`config.mk`:
```
export PLATFORM = sky130hd
export DESIGN_NAME = amst_top
export DESIGN_NICKNAME = d
export VERILOG_FILES = /design/src/design/amst_pkg.sv /design/src/design/amst_top.sv
export VERILOG_INCLUDE_DIRS = /design/src /design/src/design
export SDC_FILE = /design/constraint.sdc
export NUM_CORES = 1
export LEC_CHECK = 0
export BUFFER_PORTS_ARGS = -buffer_cell sky130_fd_sc_hd__buf_2
export CAP_MARGIN = 20
export CORE_UTILIZATION = 45
export DETAILED_ROUTE_END_ITERATION = 12
export PLACE_DENSITY = 0.72
export SYNTH_ARGS = -nofsm -noshare
export SYNTH_HDL_FRONTEND = slang
export SYNTH_SLANG_ARGS = --single-unit
```
`constraint.sdc`:
```
create_clock -name i_mclk -period 3.7 [get_ports i_mclk]
set_input_delay 0.185 -clock i_mclk [delete_from_list [all_inputs] [get_ports i_mclk]]
set_output_delay 0.185 -clock i_mclk [all_outputs]
set_load 0.05 [all_outputs]
```
`src/design/amst_params.svh`:
```
`ifndef AMST_PARAMS_SVH
`define AMST_PARAMS_SVH
// ----------------------------------------------------------------
// Register map
// ----------------------------------------------------------------
`define AMST_ADDR_W         8
`define AMST_OFF_CTRL       8'h00
`define AMST_OFF_STATUS     8'h04
`define AMST_OFF_TIM_BASE   8'h10
`define AMST_OFF_TIM_LAST   8'h1c
// ----------------------------------------------------------------
// Control fields and reset values
// ----------------------------------------------------------------
`define AMST_CTRL_SRC_LSB   0
`define AMST_CTRL_NDIV_LSB  2
`define AMST_CTRL_RST       4'h0
`define AMST_TIM_RST        26'h0842421
// ----------------------------------------------------------------
// Timing word layout (low bit of each field)
// ----------------------------------------------------------------
`define AMST_TIM_W          26
`define AMST_TIM_RD_SU_LSB  0
`define AMST_TIM_RD_STB_LSB 4
`define AMST_TIM_RD_HO_LSB  10
`define AMST_TIM_WR_SU_LSB  13
`define AMST_TIM_WR_STB_LSB 17
`define AMST_TIM_WR_HO_LSB  23
`define AMST_CNT_W          6
`endif

```
`src/design/amst_pkg.sv`:
```
package amst_pkg;

	// ----------------------------------------------------------------
	// Types
	// ----------------------------------------------------------------
	// Access sequencer phases
	typedef enum logic [1:0] {
		AMST_IDLE,
		AMST_SETUP,
		AMST_STROBE,
		AMST_HOLD
	} amst_state_t;

	// Per chip-select-space timing, packed as in the timing register
	typedef struct packed {
		logic [2:0] write_hold_cycles;
		logic [5:0] write_strobe_cycles;
		logic [3:0] write_setup_cycles;
		logic [2:0] read_hold_cycles;
		logic [5:0] read_strobe_cycles;
		logic [3:0] read_setup_cycles;
	} amst_timing_t;

	// One access request from the core side
	typedef struct packed {
		logic        write;
		logic [1:0]  space;
		logic [19:0] word_addr;
		logic [3:0]  byte_en;
		logic [31:0] wdata;
	} amst_req_t;

	// Divider select code to ratio: 0 -> 1, 1 -> 2, else 4
	function automatic logic [2:0] amst_ratio(input logic [1:0] sel);
		amst_ratio = (sel == 2'h0) ? 3'h1 : ((sel == 2'h1) ? 3'h2 : 3'h4);
	endfunction : amst_ratio

	// Zero counts act as one so that phases never collapse
	function automatic logic [5:0] amst_min1(input logic [5:0] v);
		amst_min1 = (v == 6'h00) ? 6'h01 : v;
	endfunction : amst_min1

endpackage : amst_pkg

```
`src/design/amst_top.sv`:
```
`timescale 1ns/10ps
`include "amst_params.svh"

// Function
// - interface clock from CPU, CPU/2, CPU/4
// - primary clock follows interface clock
// - divided clock is interface clock over N
// - divided clock has even duty cycle
// - ready synchronised, acted on at sampling edge
// - selects valid read-setup cycles before strobe
// - selects held read-hold cycles after strobe
// - selects and data valid write-setup cycles first
// - selects and data held write-hold cycles after
// - counts come from per-space timing registers
// - selects are enable, bytes, address, oe, data
// - control pins act as oe, read, write strobes
// - read strobe moves on primary rising edge
// - write strobe moves on primary rising edge
module amst_top
	import amst_pkg::*;
(
	input  wire logic                    i_mclk,
	input  wire logic                    i_resetn,
	input  wire logic [`AMST_ADDR_W-1:0] i_reg_addr,
	input  wire logic [31:0]             i_reg_wdata,
	input  wire logic                    i_reg_wr,
	input  wire logic                    i_reg_rd,
	output logic      [31:0]             o_reg_rdata,
	input  wire logic                    i_acc_valid,
	input  wire amst_req_t               i_acc,
	output logic                         o_acc_busy,
	output logic                         o_acc_done,
	output logic      [31:0]             o_acc_rdata,
	output logic                         o_mem_clock_out_primary,
	output logic                         o_mem_clock_out_divided,
	input  wire logic                    i_async_ready_in,
	output logic      [3:0]              o_chip_enable_n,
	output logic      [3:0]              o_byte_enables_n,
	output logic      [19:0]             o_word_addr,
	output logic                         o_async_output_enable_n,
	output logic                         o_async_read_strobe_n,
	output logic                         o_async_write_strobe_n,
	input  wire logic [31:0]             i_mem_data_in,
	output logic      [31:0]             o_mem_data_out,
	output logic                         o_mem_data_oe
);

	// ----------------------------------------------------------------
	// Declarations
	// ----------------------------------------------------------------
	logic [1:0]        src_sel_r;     // Interface clock source select
	logic [1:0]        ndiv_sel_r;    // Divided clock ratio select
	amst_timing_t      tim_r [4];     // Timing per chip-select space
	logic [2:0]        half_cnt_r;    // Position within primary half period
	logic [2:0]        n_cnt_r;       // Primary half periods per divided half
	logic              prim_r;        // Primary memory clock
	logic              div_r;         // Divided memory clock
	logic              prim_tgl;      // Primary toggles at this edge
	logic              prim_rise;     // Primary rises at this edge
	logic [2:0]        src_ratio;     // Current source ratio
	logic [2:0]        n_ratio;       // Current divided ratio
	logic              rdy_s1_r;      // Ready synchroniser, first stage
	logic              rdy_s2_r;      // Ready synchroniser, second stage
	logic [31:0]       din_s1_r;      // Read data, first stage
	logic [31:0]       din_s2_r;      // Read data, second stage
	amst_state_t       state_r;       // Sequencer phase
	amst_state_t       state_nxt;
	logic [5:0]        cnt_r;         // Rising edges left in phase
	amst_req_t         req_r;         // Accepted request
	amst_timing_t      cur_r;         // Timing latched for this access
	logic              busy_r;
	logic              done_r;
	logic [31:0]       rdata_r;
	logic [31:0]       reg_rdata_r;
	logic [5:0]        su_eff;        // Effective setup count
	logic [5:0]        st_eff;        // Effective strobe count
	logic [5:0]        ho_eff;        // Effective hold count
	logic              tim_hit;       // Address falls in timing block
	logic [1:0]        tim_idx;

	assign src_ratio = amst_ratio(src_sel_r);
	assign n_ratio   = amst_ratio(ndiv_sel_r);
	assign tim_hit   = (i_reg_addr >= `AMST_OFF_TIM_BASE) && (i_reg_addr <= `AMST_OFF_TIM_LAST);
	assign tim_idx   = i_reg_addr[3:2];

	// ----------------------------------------------------------------
	// Register writes
	// ----------------------------------------------------------------
	// Control word; changing the source select mid-access changes phase lengths
	always_ff @(posedge i_mclk or negedge i_resetn)
	begin
		if (!i_resetn)
		begin
			{ndiv_sel_r, src_sel_r} <= `AMST_CTRL_RST;
		end
		else if (i_reg_wr && (i_reg_addr == `AMST_OFF_CTRL))
		begin
			src_sel_r  <= i_reg_wdata[`AMST_CTRL_SRC_LSB +: 2];
			ndiv_sel_r <= i_reg_wdata[`AMST_CTRL_NDIV_LSB +: 2];
		end
	end

	// Per-space timing words
	always_ff @(posedge i_mclk or negedge i_resetn)
	begin
		if (!i_resetn)
		begin
			for (int i = 0; i < 4; i++)
			begin
				tim_r[i] <= amst_timing_t'(`AMST_TIM_RST);
			end
		end
		else if (i_reg_wr && tim_hit)
		begin
			tim_r[tim_idx] <= amst_timing_t'(i_reg_wdata[`AMST_TIM_W-1:0]);
		end
	end

	// ----------------------------------------------------------------
	// Register reads
	// ----------------------------------------------------------------
	// Data stand one cycle after the strobe, zero otherwise
	always_ff @(posedge i_mclk or negedge i_resetn)
	begin
		if (!i_resetn)
		begin
			reg_rdata_r <= 32'h0000_0000;
		end
		else if (!i_reg_rd)
		begin
			reg_rdata_r <= 32'h0000_0000;
		end
		else if (i_reg_addr == `AMST_OFF_CTRL)
		begin
			reg_rdata_r <= {28'h0000000, ndiv_sel_r, src_sel_r};
		end
		else if (i_reg_addr == `AMST_OFF_STATUS)
		begin
			reg_rdata_r <= {26'h0000000, div_r, prim_r, rdy_s2_r, state_r, busy_r};
		end
		else if (tim_hit)
		begin
			reg_rdata_r <= {6'h00, tim_r[tim_idx]};
		end
		else
		begin
			// Unmapped offsets read as zero
			reg_rdata_r <= 32'h0000_0000;
		end
	end

	// ----------------------------------------------------------------
	// Memory clocks
	// ----------------------------------------------------------------
	// The core clock runs at twice the CPU rate: one CPU half period per
	// edge, so every memory clock stays a plain flop output
	assign prim_tgl  = (half_cnt_r >= (src_ratio - 3'h1));
	assign prim_rise = prim_tgl && !prim_r;

	// Primary clock follows the selected source phases
	always_ff @(posedge i_mclk or negedge i_resetn)
	begin
		if (!i_resetn)
		begin
			half_cnt_r <= 3'h0;
			prim_r     <= 1'b0;
		end
		else if (prim_tgl)
		begin
			half_cnt_r <= 3'h0;
			prim_r     <= !prim_r;
		end
		else
		begin
			half_cnt_r <= half_cnt_r + 3'h1;
		end
	end

	// Divided clock toggles every N primary half periods: even duty
	always_ff @(posedge i_mclk or negedge i_resetn)
	begin
		if (!i_resetn)
		begin
			n_cnt_r <= 3'h0;
			div_r   <= 1'b0;
		end
		else if (prim_tgl && (n_cnt_r >= (n_ratio - 3'h1)))
		begin
			n_cnt_r <= 3'h0;
			div_r   <= !div_r;
		end
		else if (prim_tgl)
		begin
			n_cnt_r <= n_cnt_r + 3'h1;
		end
	end

	// ----------------------------------------------------------------
	// Pin input synchronisers
	// ----------------------------------------------------------------
	// Ready and read data pass two flops before any use
	always_ff @(posedge i_mclk or negedge i_resetn)
	begin
		if (!i_resetn)
		begin
			rdy_s1_r <= 1'b0;
			rdy_s2_r <= 1'b0;
			din_s1_r <= 32'h0000_0000;
			din_s2_r <= 32'h0000_0000;
		end
		else
		begin
			rdy_s1_r <= i_async_ready_in;
			rdy_s2_r <= rdy_s1_r;
			din_s1_r <= i_mem_data_in;
			din_s2_r <= din_s1_r;
		end
	end

	// ----------------------------------------------------------------
	// Access sequencer
	// ----------------------------------------------------------------
	// Effective counts for the access under way
	always_comb
	begin
		su_eff = amst_min1(req_r.write ? {2'h0, cur_r.write_setup_cycles}
			: {2'h0, cur_r.read_setup_cycles});
		st_eff = amst_min1(req_r.write ? cur_r.write_strobe_cycles : cur_r.read_strobe_cycles);
		ho_eff = amst_min1(req_r.write ? {3'h0, cur_r.write_hold_cycles}
			: {3'h0, cur_r.read_hold_cycles});
	end

	// Phase moves only on a primary rising edge
	always_comb
	begin
		state_nxt = state_r;
		if (prim_rise)
		begin
			case (state_r)
				AMST_IDLE:   if (busy_r && !done_r) state_nxt = AMST_SETUP;
				AMST_SETUP:  if (cnt_r == 6'h00) state_nxt = AMST_STROBE;
				AMST_STROBE: if ((cnt_r == 6'h00) && rdy_s2_r) state_nxt = AMST_HOLD;
				AMST_HOLD:   if (cnt_r == 6'h00) state_nxt = AMST_IDLE;
				default:     state_nxt = AMST_IDLE;
			endcase
		end
	end

	// Request acceptance; done pulses once as the selects drop
	always_ff @(posedge i_mclk or negedge i_resetn)
	begin
		if (!i_resetn)
		begin
			busy_r <= 1'b0;
			done_r <= 1'b0;
			req_r  <= '0;
		end
		else
		begin
			done_r <= (state_r == AMST_HOLD) && (state_nxt == AMST_IDLE);
			if (!busy_r && i_acc_valid)
			begin
				busy_r <= 1'b1;
				req_r  <= i_acc;
			end
			else if (done_r)
			begin
				busy_r <= 1'b0;
			end
		end
	end

	// Phase, counter and pins
	always_ff @(posedge i_mclk or negedge i_resetn)
	begin
		if (!i_resetn)
		begin
			state_r                 <= AMST_IDLE;
			cnt_r                   <= 6'h00;
			cur_r                   <= '0;
			rdata_r                 <= 32'h0000_0000;
			o_chip_enable_n         <= 4'hf;
			o_async_read_strobe_n   <= 1'b1;
			o_async_write_strobe_n  <= 1'b1;
			o_async_output_enable_n <= 1'b1;
			o_byte_enables_n        <= 4'hf;
			o_word_addr             <= 20'h00000;
			o_mem_data_out          <= 32'h0000_0000;
			o_mem_data_oe           <= 1'b0;
		end
		else
		begin
			state_r <= state_nxt;
			if (prim_rise)
			begin
				case (state_r)
					AMST_IDLE:
					begin
						if (busy_r && !done_r)
						begin
							// Whole select group goes valid together
							cur_r                   <= tim_r[req_r.space];
							cnt_r                   <= amst_min1(req_r.write
								? {2'h0, tim_r[req_r.space].write_setup_cycles}
								: {2'h0, tim_r[req_r.space].read_setup_cycles}) - 6'h01;
							o_chip_enable_n         <= ~(4'h1 << req_r.space);
							o_byte_enables_n        <= ~req_r.byte_en;
							o_word_addr             <= req_r.word_addr;
							o_async_output_enable_n <= req_r.write;
							o_mem_data_out          <= req_r.wdata;
							o_mem_data_oe           <= req_r.write;
						end
					end
					AMST_SETUP:
					begin
						if (cnt_r == 6'h00)
						begin
							cnt_r                  <= st_eff - 6'h01;
							o_async_read_strobe_n  <= req_r.write;
							o_async_write_strobe_n <= !req_r.write;
						end
						else
						begin
							cnt_r <= cnt_r - 6'h01;
						end
					end
					AMST_STROBE:
					begin
						if ((cnt_r == 6'h00) && rdy_s2_r)
						begin
							// Strobe ends; data seen while it was low is kept
							cnt_r                  <= ho_eff - 6'h01;
							o_async_read_strobe_n  <= 1'b1;
							o_async_write_strobe_n <= 1'b1;
							if (!req_r.write)
							begin
								rdata_r <= din_s2_r;
							end
						end
						else if (cnt_r != 6'h00)
						begin
							cnt_r <= cnt_r - 6'h01;
						end
					end
					AMST_HOLD:
					begin
						if (cnt_r == 6'h00)
						begin
							o_chip_enable_n         <= 4'hf;
							o_byte_enables_n        <= 4'hf;
							o_async_output_enable_n <= 1'b1;
							o_mem_data_oe           <= 1'b0;
						end
						else
						begin
							cnt_r <= cnt_r - 6'h01;
						end
					end
					default:
					begin
						cnt_r <= 6'h00;
					end
				endcase
			end
		end
	end

	assign o_reg_rdata             = reg_rdata_r;
	assign o_acc_busy              = busy_r;
	assign o_acc_done              = done_r;
	assign o_acc_rdata             = rdata_r;
	assign o_mem_clock_out_primary = prim_r;
	assign o_mem_clock_out_divided = div_r;

	// Rising edges seen since the current phase began
	logic [7:0] ph_cnt_r;
	always_ff @(posedge i_mclk or negedge i_resetn)
	begin
		if (!i_resetn)
		begin
			ph_cnt_r <= 8'h00;
		end
		else if (state_nxt != state_r)
		begin
			ph_cnt_r <= 8'h00;
		end
		else if (prim_rise)
		begin
			ph_cnt_r <= ph_cnt_r + 8'h01;
		end
	end
endmodule : amst_top

```
==> flow_summary.ini <==
[grt]
grtUsageTotal_pct = 20.3
grt_pass1_wl_mm = 57.8
grt_max_degree = 89
first_global_vias = 10800
antenna_found_initial = 2
grt-ovfl-total = 0

[synthesis]
synth.most_common_cell = dfrtp_1
synth.ff_latch_count = 391
yosysTopAreaCell = dfrtp_1
postSynth.asyncResetShare_pct = 100
ys_types = 67
ys.flop_type = dfrtp_1
seq_area_frac_synth_pct = 60.6
synth_top_area_share_pct = 54.9
ys_warn_count = 0
syn_avg_cell_area_um2 = 15.7
synth-edff-count = 0
synthCells = 1035
synth_area_leaders = dfrtp_1 55%, mux2_2 16%, mux4_2 7.2%
synth_top_cells_by_count = 356 x dfrtp_1, 237 x mux2_2, 52 x mux4_2
synthesis.area_um2 = 16200

[timing]
finalSetupViolCount = 0
clock-skew-final_ns = 0.0159
worstMarginPinSlew_ns = 0.991
rsz0062_at_grt = no
hold_viol = 0
slew_headroom_pct = 33.9
slew_violations = 0
period_needed_ns = 2.89
clock.fmax_ghz = 0.346
finalCritPeriodShare_pct = 78.1
fin_ws_ns = 0.811
finalSetupTns_ns = 0

[clocking]
clkLatencyLatePin_ns = 0.55
cts_buffers = 42
clk_pin_slew_worst_paths_ns = 0.06
clock-root-buffer = clkbuf_16
cts_buffer_depth = 3
tritoncts = yes
cts_hold_buffers = 120
clock_sinks = 391
htreeDepth = 2
post_cts_buffers = 0
cts_resized = 0

[placement]
dpl-instance-area_um2 = 18100
place_congestion = 0.880
dp_slack_ns = 0.807
place.port_buffers = 256
hpwl_mm = 24.4

[power_and_ir_drop]
switching_share_pct = 37.4
combPwrFrac_pct = 37.7
power_density_nw_per_um2 = 807
clkPwrFrac_pct = 24.2
p_seq_share_pct = 38.2
p_int_mw = 10.4
p_leak_nw = 9.84
power_switching_mw = 6.22
power_mw = 16.6
ir_drop_mv = 0.649

[setup_path]
arrival_ns = 3.32
path_class = reg -> reg
start_kind = flip-flop
end_kind = flip-flop
cp.required_ns = 4.13
cp_max_fo = 32

[cells_and_area]
nets = 1577
area_delta_synth_final_pct = 27.0
drive_above_1_share_pct = 48.4
final_cell_area_um2 = 20600
fin_util_pct = 57.9

[worst_hold_path]
holdCritPathClass = in -> reg

[run_status]
status = finished clean

[floorplan]
die_h_um = 192
fp.coreArea_um2 = 35600
io_pins = 269
die_x_um = 192
std_cell_rows = 69
die_area_um2 = 36800
initial_utilization_pct = 45.6

[run]
cap_violations = 0

[routing]
dr.first_iter.drc_count = 442
routed_wl_mm = 37.0
first_pass_iters = 4
viasPerCell = 5.28
vias = 10100
route.antenna.remaining_nets = 0
wl_per_cell_um = 19.3
drc = 0
## cell families (layout without fill, tap and decap cells)
kind of cell	after synthesis	in the layout	synth area share, %
DFF	391	391	60.6
buffers and inverters	78	493	2.44
xor gates and xnor gates	7	7	0.378
AOI/OAI and AO/OA	83	83	3.49
muxes	336	336	27.5
other	2	10	0.0463
adders and majority gates	17	17	1.31
and+or+nand+nor	121	121	4.26
## per-stage QoR
stage | std cells | hold WS, ns
3_5_place_dp | 1720 | 0.259
4_1_cts | 1917 | 0.122
3_3_place_gp | 1720 | 0.249
5_1_grt | 1918 | 0.153
2_1_floorplan | 1041 | -0.111
6_report | 1919 | 0.154
## layout by cell type, fill, tap and decap left out, types with 9 or more instances in the layout
master         count
o21ai_0           14
mux2_4            30
inv_1             14
mux2i_1           12
dfstp_2           35
mux2_2           237
dfrtp_1          356
and3_1            21
a21oi_1           13
ha_1              17
a21o_1            10
clkbuf_16         43
nor3_1             9
dlygate4sd3_1    120
buf_4             19
buf_2            255
nor2_1            16
clkbuf_1          18
mux4_2            52
clkbuf_8          11
nand2_1           30
## registers in the layout (all words and copies together) (netlist names), 2 cells and up
| name | cells |
|---|---|
| cnt_r | 6 |
| cur_r | 18 |
| din_s1_r | 32 |
| din_s2_r | 32 |
| half_cnt_r | 3 |
| n_cnt_r | 3 |
| ndiv_sel_r | 2 |
| o_acc_rdata | 32 |
| o_byte_enables_n | 4 |
| o_chip_enable_n | 4 |
| o_mem_data_out | 32 |
| o_reg_rdata | 26 |
| o_word_addr | 20 |
| req_r | 59 |
| src_sel_r | 2 |
| state_r | 2 |
| tim_r | 104 |
## layer usage
metal | share of wire (%) | wire length, um | track usage [%] | vias up
met5 | 0.027 | 10 | 0 | -
met4 | 3.4 | 1260 | 8.79 | 2
met3 | 5.1 | 1870 | 3.82 | 81
met2 | 50 | 18600 | 34.2 | 278
met1 | 41 | 15200 | 25.4 | 5218
li1 | - | - | - | 4558
## power groups by stage
stage               Clock [mW]  Sequential [mW]  Combinational [mW]
finish                    4.02             6.34                6.27
floorplan                    0             7.89                3.04
global placement             0             6.32                6.05
detailed placement           0             6.41                6.19
global route              4.32             6.50                6.70
CTS                       4.14             6.34                6.32
## worst max-delay path, stage by stage, from the launching register on
cell     delay [ns]
dfrtp_1        0.40
or2_2          0.30
ha_1           0.27
nor2b_1        0.05
o21a_1         0.36
or4_2          0.66
buf_4          0.33
mux2_4         0.37
## layout make-up
cell class | instances | area (um^2)
Fill cell | 2798 | 15000
Sequential cell | 391 | 9830
Multi-Input combinational cell | 572 | 6050
Tap cell | 461 | 577
Inverter | 15 | 56.3
Timing Repair Buffer | 401 | 2760
Clock inverter | 5 | 35.0
Antenna cell | 2 | 5.00
Clock buffer | 72 | 1290
## path summary, 6_finish.rpt
kind,from,endpoint,slack [ns],depth (start not counted)
worst max-delay path,src_sel_r[1],o_acc_rdata[16],0.81,7
worst max register to register,src_sel_r[1],o_acc_rdata[16],0.81,7
worst min-delay path,i_reg_rd,o_reg_rdata[2],0.15,2
worst min register to register,din_s1_r[8],din_s2_r[8],0.34,0
max in group asynchronous,i_resetn,tim_r[52],2.46,3
min in group asynchronous,i_resetn,req_r[12],0.22,2
Power figures use the tool's default switching activity.
